<file path="config.mk">
export PLATFORM = sky130hd
export DESIGN_NAME = hwc_regs
export DESIGN_NICKNAME = d
export VERILOG_FILES = /design/src/hwc_pkg.sv /design/src/hwc_sync2.sv /design/src/hwc_regs.sv
export SDC_FILE = /design/constraint.sdc
export NUM_CORES = 1
export LEC_CHECK = 0
export BUFFER_PORTS_ARGS = -buffer_cell sky130_fd_sc_hd__buf_2
export CAP_MARGIN = 20
export CORE_ASPECT_RATIO = 0.7
export CORE_UTILIZATION = 31
export DETAILED_ROUTE_END_ITERATION = 6
export PLACE_DENSITY_LB_ADDON = 0.12
export SLEW_MARGIN = 20
export SYNTH_ARGS = -nofsm -noshare
export SYNTH_HDL_FRONTEND = slang
export SYNTH_SLANG_ARGS = --single-unit
</file>
<file path="constraint.sdc">
create_clock -name clock -period 7.2 [get_ports clock]
set_clock_uncertainty 0.15 [all_clocks]
set_input_delay 0.72 -clock clock [delete_from_list [all_inputs] [get_ports clock]]
set_output_delay 0.72 -clock clock [all_outputs]
set_load 0.01 [all_outputs]
</file>
<file path="src/hwc_pkg.sv">
// ********************************************************************
// Constants and carriers for the control register bank.
// ********************************************************************
package hwc_pkg;

  // Register word addresses on the serial link.
  localparam logic [6:0] ADDR_MODE_SUPPLY = 7'h01;
  localparam logic [6:0] ADDR_HARDWARE_CONTROL = 7'h02;
  localparam logic [6:0] ADDR_WATCHDOG_CONTROL = 7'h03;

  // Writable bits of each register; all other bits are reserved.
  localparam logic [15:0] MS_WRITE_MASK = 16'hc6a3;
  localparam logic [15:0] HW_WRITE_MASK = 16'h1e64;
  localparam logic [15:0] WD_WRITE_MASK = 16'h8077;

  // Reset values and the bits that survive each reset flavour.
  localparam logic [15:0] MS_RESET_VALUE = 16'h0000;
  localparam logic [15:0] MS_RESTART_KEEP = 16'h00a3;
  localparam logic [15:0] HW_RESET_VALUE = 16'h0000;
  localparam logic [15:0] HW_SOFT_KEEP = 16'h0200;
  localparam logic [15:0] HW_RESTART_KEEP = 16'h1240;
  localparam logic [15:0] WD_RESET_VALUE = 16'h0014;
  localparam logic [15:0] WD_RESTART_KEEP = 16'h0010;
  localparam logic [15:0] WD_RESTART_SET = 16'h0004;

  // Field positions.
  localparam int MS_MODE_LSB = 14;
  localparam int HW_THERMAL_SHUTDOWN_STAGE_TWO_WAIT_BIT = 12;
  localparam int HW_OV_SEL_BIT = 11;
  localparam int HW_SH_DIS_BIT = 10;
  localparam int HW_RST_DLY_BIT = 9;
  localparam int HW_SOFT_PIN_BIT = 6;
  localparam int HW_FAIL_OUTPUT_SW_ACTIVATE_BIT = 5;
  localparam int HW_STOP_WD_BIT = 2;
  localparam int WD_CHECKSUM_BIT = 15;
  localparam int WD_STOP_WD_BIT = 6;
  localparam int WD_TYPE_BIT = 5;
  localparam int WD_BUS_WAKE_BIT = 4;

  // Serial frame layout: write flag, address, data, trailing byte.
  localparam logic [5:0] FRAME_BITS = 6'd32;
  localparam logic [5:0] HEAD_BITS = 6'd8;
  localparam logic [5:0] DATA_END = 6'd24;

  // Timing figures and the cycle counts derived from them.
  localparam int CLK_KHZ = 125000;
  localparam int RST_DLY_LONG_MS = 10;
  localparam int RST_DLY_SHORT_MS = 2;
  localparam int THERMAL_SHUTDOWN_STAGE_TWO_WAIT_S = 1;
  localparam int RST_DLY_LONG_CYC = RST_DLY_LONG_MS * CLK_KHZ;
  localparam int RST_DLY_SHORT_CYC = RST_DLY_SHORT_MS * CLK_KHZ;
  localparam int THERMAL_SHUTDOWN_STAGE_TWO_WAIT_CYC = THERMAL_SHUTDOWN_STAGE_TWO_WAIT_S * CLK_KHZ * 1000;
  localparam logic [4:0] THERMAL_SHUTDOWN_STAGE_TWO_LONG_AFTER = 5'd16;

  // Device mode encoding.
  typedef enum logic [1:0] {
    MODE_NORMAL = 2'h0,
    MODE_SLEEP = 2'h1,
    MODE_STOP = 2'h2,
    MODE_SOFT_RESET = 2'h3
  } hwc_mode_e;

  // Serial pins as seen by the device.
  typedef struct packed {
    logic sck;
    logic cs_n;
    logic mosi;
  } hwc_spi_s;

  // Idle pin levels after reset: link clock low, select high, data low.
  localparam hwc_spi_s SPI_IDLE = '{sck: 1'b0, cs_n: 1'b1, mosi: 1'b0};

  // Hardware settings driven to the rest of the chip.
  typedef struct packed {
    logic thermal_stage2_wait_select;
    logic supply_overvoltage_threshold_select;
    logic sample_hold_disable;
    logic reset_delay_select;
    logic watchdog_type_select;
    logic checksum_bit;
    logic [2:0] watchdog_period_select;
  } hwc_cfg_s;

endpackage : hwc_pkg

</file>
<file path="src/hwc_sync2.sv">
`timescale 1ns/10ps
// ********************************************************************
// Two-stage synchroniser for pins from outside the clock domain.
// ********************************************************************
module hwc_sync2 #(
  parameter int W = 3,
  parameter logic [W-1:0] INIT = '0
) (
  input wire logic clock,
  input wire logic rst_n,
  input wire logic [W-1:0] d,
  output logic [W-1:0] q
);

  logic [W-1:0] meta_q;

  // The first stage feeds only the second stage.
  always_ff @(posedge clock or negedge rst_n)
  begin
    if (!rst_n)
    begin
      meta_q <= INIT;
      q <= INIT;
    end
    else
    begin
      meta_q <= d;
      q <= meta_q;
    end
  end

endmodule : hwc_sync2

</file>
<file path="src/hwc_regs.sv">
`timescale 1ns/10ps
//
// Contract
// - Mode register clears on power-on and soft reset; restart keeps bits 7,5,1,0.
// - A Sleep request written while in Stop leaves the mode unchanged.
// - Entering restart sets the mode field to Normal.
// - Mode codes: Normal 00, Sleep 01, Stop 10, soft reset 11.
// - A write frame returns the register contents held before that write.
// - Bit 12 lengthens the thermal wait 64 times after over 16 events.
// - Bit 11 selects the default or raised overvoltage threshold.
// - Bit 10 disables the gate driver sample-and-hold circuitry.
// - Bit 9 selects a 10 ms or 2 ms reset output delay.
// - Bit 6 clear pulls the reset output low during soft reset.
// - Bit 5 activates fail output only when the shared pin is fail output.
// - Clearing bit 5 does not release fail outputs raised by a failure.
// - Restart clears software fail activation; fail output then follows failures only.
// - Hardware control bit 2 disables the watchdog in Stop.
// - Hardware control bit 2 clears when the device goes from Stop to Normal.
// - Hardware control: power-on zero; soft keeps bit 9; restart keeps 12,9,6.
// - Reserved bits ignore writes and read as zero.
// - Watchdog control bit 15 is a host-written checksum bit.
// - Watchdog control bit 6 disables the watchdog in Stop.
// - Watchdog control bit 5 selects time-out or window watchdog.
// - Bit 4 lets a bus wake in Stop start the watchdog.
// - Period codes give 10,20,50,100,200,500 ms, 1 s, 10 s.
module hwc_regs
  import hwc_pkg::*;
#(
  parameter int RST_DLY_LONG = RST_DLY_LONG_CYC,
  parameter int RST_DLY_SHORT = RST_DLY_SHORT_CYC,
  parameter int THERMAL_SHUTDOWN_STAGE_TWO_WAIT = THERMAL_SHUTDOWN_STAGE_TWO_WAIT_CYC
) (
  input wire logic clock,
  input wire logic rst_n,
  input wire hwc_spi_s spi_pins,
  output logic miso,
  output logic miso_oe,
  input wire logic [1:0] device_mode,
  input wire logic restart_entry,
  input wire logic thermal_stage2_event,
  input wire logic fail_pin_is_fail_output,
  input wire logic failure_active,
  input wire logic bus_wake_event,
  output logic [1:0] mode_request,
  output logic soft_reset_pulse,
  output logic reset_output_low,
  output logic fail_output,
  output logic thermal_wait_active,
  output logic watchdog_stop_off,
  output logic watchdog_bus_wake_start,
  output logic [13:0] watchdog_period_ms,
  output hwc_cfg_s hw_cfg
);

  // ******************************************************************
  // Reset release and pin synchronisation.
  // ******************************************************************

  logic [1:0] rst_sync_q;
  logic rst_n_int;
  hwc_spi_s spi_s;

  // Reset is asserted at once and released two clocks later.
  always_ff @(posedge clock or negedge rst_n)
  begin
    if (!rst_n)
      rst_sync_q <= 2'h0;
    else
      rst_sync_q <= {rst_sync_q[0], 1'b1};
  end
  assign rst_n_int = rst_sync_q[1];

  // The copies start at the idle pin levels so that no false select follows reset.
  hwc_sync2 #(
    .W(3),
    .INIT(SPI_IDLE)
  ) u_pin_sync (
    .clock(clock),
    .rst_n(rst_n_int),
    .d(spi_pins),
    .q(spi_s)
  );

  // ******************************************************************
  // Serial frame engine.
  // ******************************************************************

  logic sck_prev_q;
  logic cs_prev_q;
  logic [5:0] bit_cnt_q;
  logic [31:0] in_sr_q;
  logic [15:0] out_sr_q;
  logic miso_q;
  logic miso_oe_q;
  logic [15:0] ms_q;
  logic [15:0] hw_q;
  logic [15:0] wd_q;
  logic [15:0] ms_d;
  logic [15:0] hw_d;
  logic [15:0] wd_d;

  // Edges of the sampled serial clock and select.
  wire sck_rise = spi_s.sck & ~sck_prev_q & ~spi_s.cs_n;
  wire sck_fall = ~spi_s.sck & sck_prev_q & ~spi_s.cs_n;
  wire frame_end = spi_s.cs_n & ~cs_prev_q;
  wire frame_full = (bit_cnt_q == FRAME_BITS);
  wire [6:0] head_addr = {in_sr_q[5:0], spi_s.mosi};
  wire load_reply = sck_rise & (bit_cnt_q == HEAD_BITS - 6'd1);

  // Frame fields once the whole frame has been shifted in.
  wire f_write = in_sr_q[31];
  wire [6:0] f_addr = in_sr_q[30:24];
  wire [15:0] f_data = in_sr_q[23:8];
  wire commit = frame_end & frame_full & f_write;
  wire wr_ms = commit & (f_addr == ADDR_MODE_SUPPLY);
  wire wr_hw = commit & (f_addr == ADDR_HARDWARE_CONTROL);
  wire wr_wd = commit & (f_addr == ADDR_WATCHDOG_CONTROL);

  // Read selection for the reply word; unmapped addresses answer zero.
  wire [15:0] reply_word =
    (head_addr == ADDR_MODE_SUPPLY) ? ms_q :
    (head_addr == ADDR_HARDWARE_CONTROL) ? hw_q :
    (head_addr == ADDR_WATCHDOG_CONTROL) ? wd_q : 16'h0000;

  // Shifting, bit counting and reply output.
  always_ff @(posedge clock or negedge rst_n_int)
  begin
    if (!rst_n_int)
    begin
      sck_prev_q <= 1'b0;
      cs_prev_q <= 1'b1;
      bit_cnt_q <= 6'h00;
      in_sr_q <= 32'h0000_0000;
      out_sr_q <= 16'h0000;
      miso_q <= 1'b0;
      miso_oe_q <= 1'b0;
    end
    else
    begin
      sck_prev_q <= spi_s.sck;
      cs_prev_q <= spi_s.cs_n;
      miso_oe_q <= ~spi_s.cs_n;
      if (spi_s.cs_n)
      begin
        bit_cnt_q <= 6'h00;
        miso_q <= 1'b0;
      end
      else if (sck_rise)
      begin
        in_sr_q <= {in_sr_q[30:0], spi_s.mosi};
        if (!frame_full)
          bit_cnt_q <= bit_cnt_q + 6'd1;
      end
      if (load_reply)
        out_sr_q <= reply_word;
      else if (sck_fall && bit_cnt_q >= HEAD_BITS && bit_cnt_q < DATA_END)
      begin
        miso_q <= out_sr_q[15];
        out_sr_q <= {out_sr_q[14:0], 1'b0};
      end
      else if (sck_fall)
        miso_q <= 1'b0;
    end
  end

  // ******************************************************************
  // Register updates.
  // ******************************************************************

  logic [1:0] dev_mode_prev_q;
  wire [1:0] wr_mode = f_data[MS_MODE_LSB +: 2];
  wire soft_now = wr_ms & (wr_mode == MODE_SOFT_RESET);
  wire stop_sleep = (wr_mode == MODE_SLEEP) & (device_mode == MODE_STOP);
  wire stop_to_normal = (dev_mode_prev_q == MODE_STOP) & (device_mode == MODE_NORMAL);

  // Next values: restart over soft reset over host writes over device clears.
  always_comb
  begin
    ms_d = ms_q;
    hw_d = hw_q;
    wd_d = wd_q;
    if (stop_to_normal)
      hw_d[HW_STOP_WD_BIT] = 1'b0;
    if (wr_ms)
    begin
      ms_d = f_data & MS_WRITE_MASK;
      if (stop_sleep)
        ms_d[MS_MODE_LSB +: 2] = ms_q[MS_MODE_LSB +: 2];
    end
    if (wr_hw)
      hw_d = f_data & HW_WRITE_MASK;
    if (wr_wd)
      wd_d = f_data & WD_WRITE_MASK;
    if (restart_entry)
    begin
      ms_d = ms_q & MS_RESTART_KEEP;
      hw_d = hw_q & HW_RESTART_KEEP;
      wd_d = (wd_q & WD_RESTART_KEEP) | WD_RESTART_SET;
    end
    else if (soft_now)
    begin
      ms_d = MS_RESET_VALUE;
      hw_d = hw_q & HW_SOFT_KEEP;
      wd_d = WD_RESET_VALUE;
    end
  end

  // Register storage with power-on values.
  always_ff @(posedge clock or negedge rst_n_int)
  begin
    if (!rst_n_int)
    begin
      ms_q <= MS_RESET_VALUE;
      hw_q <= HW_RESET_VALUE;
      wd_q <= WD_RESET_VALUE;
      dev_mode_prev_q <= MODE_NORMAL;
    end
    else
    begin
      ms_q <= ms_d;
      hw_q <= hw_d;
      wd_q <= wd_d;
      dev_mode_prev_q <= device_mode;
    end
  end

  // ******************************************************************
  // Reset output and thermal wait timers.
  // ******************************************************************

  logic [20:0] rst_cnt_q;
  logic rst_low_q;
  logic soft_pulse_q;
  logic [33:0] tsd_cnt_q;
  logic [4:0] tsd_events_q;
  logic tsd_wait_q;
  wire [20:0] rst_load = hw_q[HW_RST_DLY_BIT] ? 21'(RST_DLY_SHORT) : 21'(RST_DLY_LONG);
  wire tsd_long = hw_q[HW_THERMAL_SHUTDOWN_STAGE_TWO_WAIT_BIT] & (tsd_events_q > THERMAL_SHUTDOWN_STAGE_TWO_LONG_AFTER);
  wire [33:0] tsd_base = 34'(THERMAL_SHUTDOWN_STAGE_TWO_WAIT);
  wire [33:0] tsd_load = tsd_long ? {tsd_base[27:0], 6'h00} : tsd_base;

  // Soft reset may pull the reset output low for the selected delay.
  always_ff @(posedge clock or negedge rst_n_int)
  begin
    if (!rst_n_int)
    begin
      rst_cnt_q <= 21'h000000;
      rst_low_q <= 1'b0;
      soft_pulse_q <= 1'b0;
    end
    else
    begin
      soft_pulse_q <= soft_now;
      if (soft_now && !hw_q[HW_SOFT_PIN_BIT])
      begin
        rst_low_q <= 1'b1;
        rst_cnt_q <= rst_load;
      end
      else if (rst_cnt_q > 21'h000001)
        rst_cnt_q <= rst_cnt_q - 21'd1;
      else
      begin
        rst_cnt_q <= 21'h000000;
        rst_low_q <= 1'b0;
      end
    end
  end

  // Each stage-two thermal event restarts the release wait.
  always_ff @(posedge clock or negedge rst_n_int)
  begin
    if (!rst_n_int)
    begin
      tsd_cnt_q <= 34'h0;
      tsd_events_q <= 5'h00;
      tsd_wait_q <= 1'b0;
    end
    else
    begin
      if (restart_entry)
        tsd_events_q <= 5'h00;
      else if (thermal_stage2_event && tsd_events_q != 5'h1f)
        tsd_events_q <= tsd_events_q + 5'd1;
      if (thermal_stage2_event)
      begin
        tsd_cnt_q <= tsd_load;
        tsd_wait_q <= 1'b1;
      end
      else if (tsd_cnt_q > 34'h1)
        tsd_cnt_q <= tsd_cnt_q - 34'd1;
      else
      begin
        tsd_cnt_q <= 34'h0;
        tsd_wait_q <= 1'b0;
      end
    end
  end

  // ******************************************************************
  // Derived outputs.
  // ******************************************************************

  logic fail_q;
  logic wd_stop_off_q;
  logic wd_wake_q;
  logic [13:0] period_q;
  logic [13:0] period_ms;
  hwc_cfg_s cfg_q;
  wire in_stop = (device_mode == MODE_STOP);

  // Period table from the three-bit code.
  always_comb
  begin
    case (wd_q[2:0])
      3'h0: period_ms = 14'd10;
      3'h1: period_ms = 14'd20;
      3'h2: period_ms = 14'd50;
      3'h3: period_ms = 14'd100;
      3'h4: period_ms = 14'd200;
      3'h5: period_ms = 14'd500;
      3'h6: period_ms = 14'd1000;
      default: period_ms = 14'd10000;
    endcase
  end

  // Registered fail, watchdog and configuration outputs.
  always_ff @(posedge clock or negedge rst_n_int)
  begin
    if (!rst_n_int)
    begin
      fail_q <= 1'b0;
      wd_stop_off_q <= 1'b0;
      wd_wake_q <= 1'b0;
      period_q <= 14'd200;
      cfg_q <= '0;
    end
    else
    begin
      fail_q <= (hw_q[HW_FAIL_OUTPUT_SW_ACTIVATE_BIT] & fail_pin_is_fail_output) | failure_active;
      wd_stop_off_q <= in_stop & (hw_q[HW_STOP_WD_BIT] | wd_q[WD_STOP_WD_BIT]);
      wd_wake_q <= in_stop & bus_wake_event & wd_q[WD_BUS_WAKE_BIT];
      period_q <= period_ms;
      cfg_q.thermal_stage2_wait_select <= hw_q[HW_THERMAL_SHUTDOWN_STAGE_TWO_WAIT_BIT];
      cfg_q.supply_overvoltage_threshold_select <= hw_q[HW_OV_SEL_BIT];
      cfg_q.sample_hold_disable <= hw_q[HW_SH_DIS_BIT];
      cfg_q.reset_delay_select <= hw_q[HW_RST_DLY_BIT];
      cfg_q.watchdog_type_select <= wd_q[WD_TYPE_BIT];
      cfg_q.checksum_bit <= wd_q[WD_CHECKSUM_BIT];
      cfg_q.watchdog_period_select <= wd_q[2:0];
    end
  end

  assign miso = miso_q;
  assign miso_oe = miso_oe_q;
  assign mode_request = ms_q[MS_MODE_LSB +: 2];
  assign soft_reset_pulse = soft_pulse_q;
  assign reset_output_low = rst_low_q;
  assign fail_output = fail_q;
  assign thermal_wait_active = tsd_wait_q;
  assign watchdog_stop_off = wd_stop_off_q;
  assign watchdog_bus_wake_start = wd_wake_q;
  assign watchdog_period_ms = period_q;
  assign hw_cfg = cfg_q;
endmodule : hwc_regs

</file>
==> summary.md <==
| Metric | Value |
|---|---|
| Status | complete, no violations |
| Number of levels in the clock H-tree | 4 |
| Total global-route track usage | 0.1390 |
| Static leakage power | about 3.8 nW |
| Worst Path Arrival | around 3.5 ns |
| Post-synthesis adder-cell area fraction | 0.01473 |
| Largest stage delay, worst path | roughly 0.94 ns |
| Place WS | 3.818 ns |
| Required time at the endpoint of the critical path | 7.34 ns |
| Total Power Consumption | ~2.1 mW |
| Max_slew headroom | 0.2689 |
| Total Neg Setup Slack | 0 ns |
| Instance area after placement | 8124 µm² |
| Weighted congestion reported at the end of routability-driven placement | approximately 0.77 |
| Post-Synthesis Cells | between 600 and 700 |
| Post-synthesis sequential area ratio | 0.5742 |
| Area growth from synthesis to final layout | 14.04% |
| Post-layout instance area | between 8000 and 9000 µm² |
| Kind of launch point of the worst setup path | flop |
| Dominant cell by count in the synthesized netlist | dfrtp_1 |
| Sink count of the clock tree | ~180 |
| Number of gates resized after cts | 0 |
| DRT antenna net count | 0 |
| Post-layout nets | roughly 760 |
| Syn. warnings | 0 |
| Critical-path cell with the highest stage delay | or4_1 |
| Crit-path cells | nor4_1 -> nand4_1 -> or4_1 -> nand2_4 -> o21ai_0 |
| Number of register bits inferred by synthesis | between 150 and 200 |
| Ports | 45 |
| Critical path buffer and inverter count | 0 |
| Per-cell via count in the routed design | about 4.8 |
| Multiplexer area fraction after synthesis | 0.07350 |
| Cts-stage hold buffer count | 1 |
| Gr ovfl total | 0 |
| Critical path type | reg2reg |
| Post-CTS setup-driven buffer insertion count | 0 |
| Hold Path Class | reg2async |
| Final hold violation count | 0 |
| Worst setup slack for register-to-register paths | around 3.8 ns |
| Largest net degree at the start of global routing | a little under 90 |
| Main combinational cell family by area after synthesis | simple AND/OR/NAND/NOR gates |
| Cell type with the highest aggregate area in the netlist | dfrtp_1 |
| Post-synthesis simple-gate area fraction | 0.1689 |
| Initial DRC Count | 318 |
| Remaining design rule violation count | 0 |
| Final Cycle Share | 0.4686 |
| Flip-flop cell with the highest count after synthesis | dfrtp_1 |
| Count of different cell masters after synthesis | 57 |
| Clock root cell | clkbuf_16 |
| Post-route worst setup slack | around 3.8 ns |
| Finish-stage setup viols | 0 |
| Number of antenna violations at the first check in global routing | 0 |
| Clock tree from TritonCTS | built |
| Async set-or-reset flop fraction in the synthesized netlist | 1.000 |
| WL final | 16200 µm |
| Num CTS Buffers | 17 |
| Starting density of the core | 0.3194 |
| Timing-limited maximum frequency | ~300 MHz |
| Fraction of post-synthesis cell area in the top cell type by area | 0.5467 |
| IR drop worst, VDD | about 0.00017 V |
| Via count | 5137 |
| Routed wire per std cell | between 15 and 20 µm |
| CP Capture Type | flop |
| Wire length of the first global-routing pass | around 28000 µm |
| Highest fanout seen on the critical path | 24 |
| Xor/xnor cell area share of the yosys netlist | 0.06302 |
| Die width | 189.7 µm |
| Largest delay contributor family on the critical path | simple AND/OR/NAND/NOR gates |
| Tmin final | roughly 3.4 ns |
| Antenna cells | 0 |
| Standard-cell row count | 47 |
| Syn avg cell area | around 11 µm² |
| Share of cells above drive strength 1 | 0.1673 |
| Later-pin clock latency in the skew report | approximately 0.44 ns |
| Number of flops mapped to enable cells by yosys | 0 |
| Compound-Gate Fraction of Synth Area | 0.07202 |
| Slew of the pin with the lowest slew margin | 1.081 ns |
| Power per Cell Area | 239.6 nW/µm² |
| Detailed-routing iteration count for the pre-antenna-repair pass | 4 |
| Post-DP HPWL | 10830 µm |
| Vias in the first global route | between 5000 and 6000 |
| Cell area after synthesis | about 7600 µm² |
| Placeable Area | between 20000 and 25000 µm² |
| Maximum buffer depth of the clock tree | 2 |
| Die Y | 133.4 µm |
| Top post-synthesis cells by count | 167 x dfrtp_1, 92 x nor2_1, 58 x nand2_1 |
| Clock slew at reported path FFs | approximately 0.07 ns |
| DIE AREA | approximately 25000 µm² |
| Max_cap viols | 0 |
| Count of buffers inserted at the top-level ports | slightly above 40 |
| Most area-consuming cells after synthesis | dfrtp_1 55%, mux2_2 4.9%, nor2_1 4.5% |
| Final number of max-transition violations | 0 |
| RSZ-0062 raised after global routing | false |
## logic make-up (layout without fill, tap and decap cells)
| kind of cell | count (synthesis) | after routing |
|---|---|---|
| AO/OA/AOI/OAI | 91 | 91 |
| XOR/XNOR | 55 | 55 |
| adder cells (fa/ha/maj) | 9 | 9 |
| buffers and inverters | 50 | 99 |
| flip-flops | 175 | 175 |
| multiplexers | 52 | 52 |
| other | 2 | 4 |
| AND/OR/NAND/NOR | 262 | 262 |
## per-stage QoR
step           hold WS, ns    util  std cells
5_1_grt            0.09684  0.3642       1065
2_1_floorplan       0.1812       -        698
4_1_cts            0.07612  0.3638       1065
3_5_place_dp       0.07146  0.3394       1032
3_3_place_gp       0.07016  0.3394       1032
6_report           0.06380  0.3642       1065
## power by group
part / internal [mW] / switching [mW] / leakage [nW] / total (mW)
registers: 1.02 / 0.0371 / 2.19 / 1.06
logic: 0.0483 / 0.0769 / 1.31 / 0.125
clock network: 0.514 / 0.390 / 0.265 / 0.904
total: 1.58 / 0.504 / 3.77 / 2.09
## layout by cell type (no fill, tap or decap), drive strengths merged, types with 2 or more instances in the layout
master and n:
nand2 59, buf 45, nor4b 4, nor2b 3, ha 9, a22oi 8, and3 3, xnor2 35
xor2 20, mux2i 19, nand4 13, a21oi 23, a221oi 2, nand2b 5, nand3 12, o22ai 3
nor4 21, o21ai 34, nor2 92, clkinvlp 5, mux2 33, clkbuf 24, inv 22, a21boi 3
nor3 20, dfstp 8, and2 3, a21o 6, nand3b 2, dfrtp 167, conb 4, or3 11
or4 8
## sequential cells by signal, indices dropped and copies added, names as in the netlist, 7 cells and up
| signal | flops |
|---|---|
| rst_cnt_q | 21 |
| hw_cfg | 9 |
| ms_q | 8 |
| wd_q | 7 |
| hw_q | 7 |
| out_sr_q | 16 |
| watchdog_period_ms | 10 |
| tsd_cnt_q | 34 |
| in_sr_q | 32 |
## cell type report
cell class                      instances  area [µm²]
Tap cell                              318       397.9
Clock inverter                          8       81.33
Multi-Input combinational cell        473        3025
Inverter                               21       78.83
Timing Repair Buffer                   46       249.0
Sequential cell                       175        4393
Fill cell                            2349       15220
Clock buffer                           24       491.7
## worst register-to-register path, delay by kind of cell, from the launching register on
| kind | cells | cell delay, ns |
|---|---|---|
| AO/OA/AOI/OAI | 1 | 0.15 |
| AND/OR/NAND/NOR | 4 | 2.52 |
| flip-flops | 1 | 0.41 |
## worst paths after layout
path / from / endpoint / cells past startpoint
setup / recovery: tsd_cnt_q[14]$_DFF_PN0_ / tsd_cnt_q[18]$_DFF_PN0_ / 5
hold / removal: rst_sync_q[1]$_DFF_PN0_ / miso$_DFF_PN0_ / 0
setup reg to reg: tsd_cnt_q[14]$_DFF_PN0_ / tsd_cnt_q[18]$_DFF_PN0_ / 5
hold reg to reg: rst_sync_q[1]$_DFF_PN0_ / miso$_DFF_PN0_ / 0
max in group asynchronous: rst_sync_q[1]$_DFF_PN0_ / ms_q[14]$_DFFE_PN0P_ / 1
min in group clock: u_pin_sync.meta_q[2]$_DFF_PN0_ / u_pin_sync.q[2]$_DFF_PN0_ / 0
## per-layer routing
metal,vias to the layer above,GRT usage,share of wire
met5,-,0,0
met4,0,0.04256,0.011
met3,12,0.03662,0.038
met2,70,0.2015,0.44
met1,2575,0.2015,0.51
li1,2480,-,-
No activity file was read; power rests on OpenSTA's default activity.
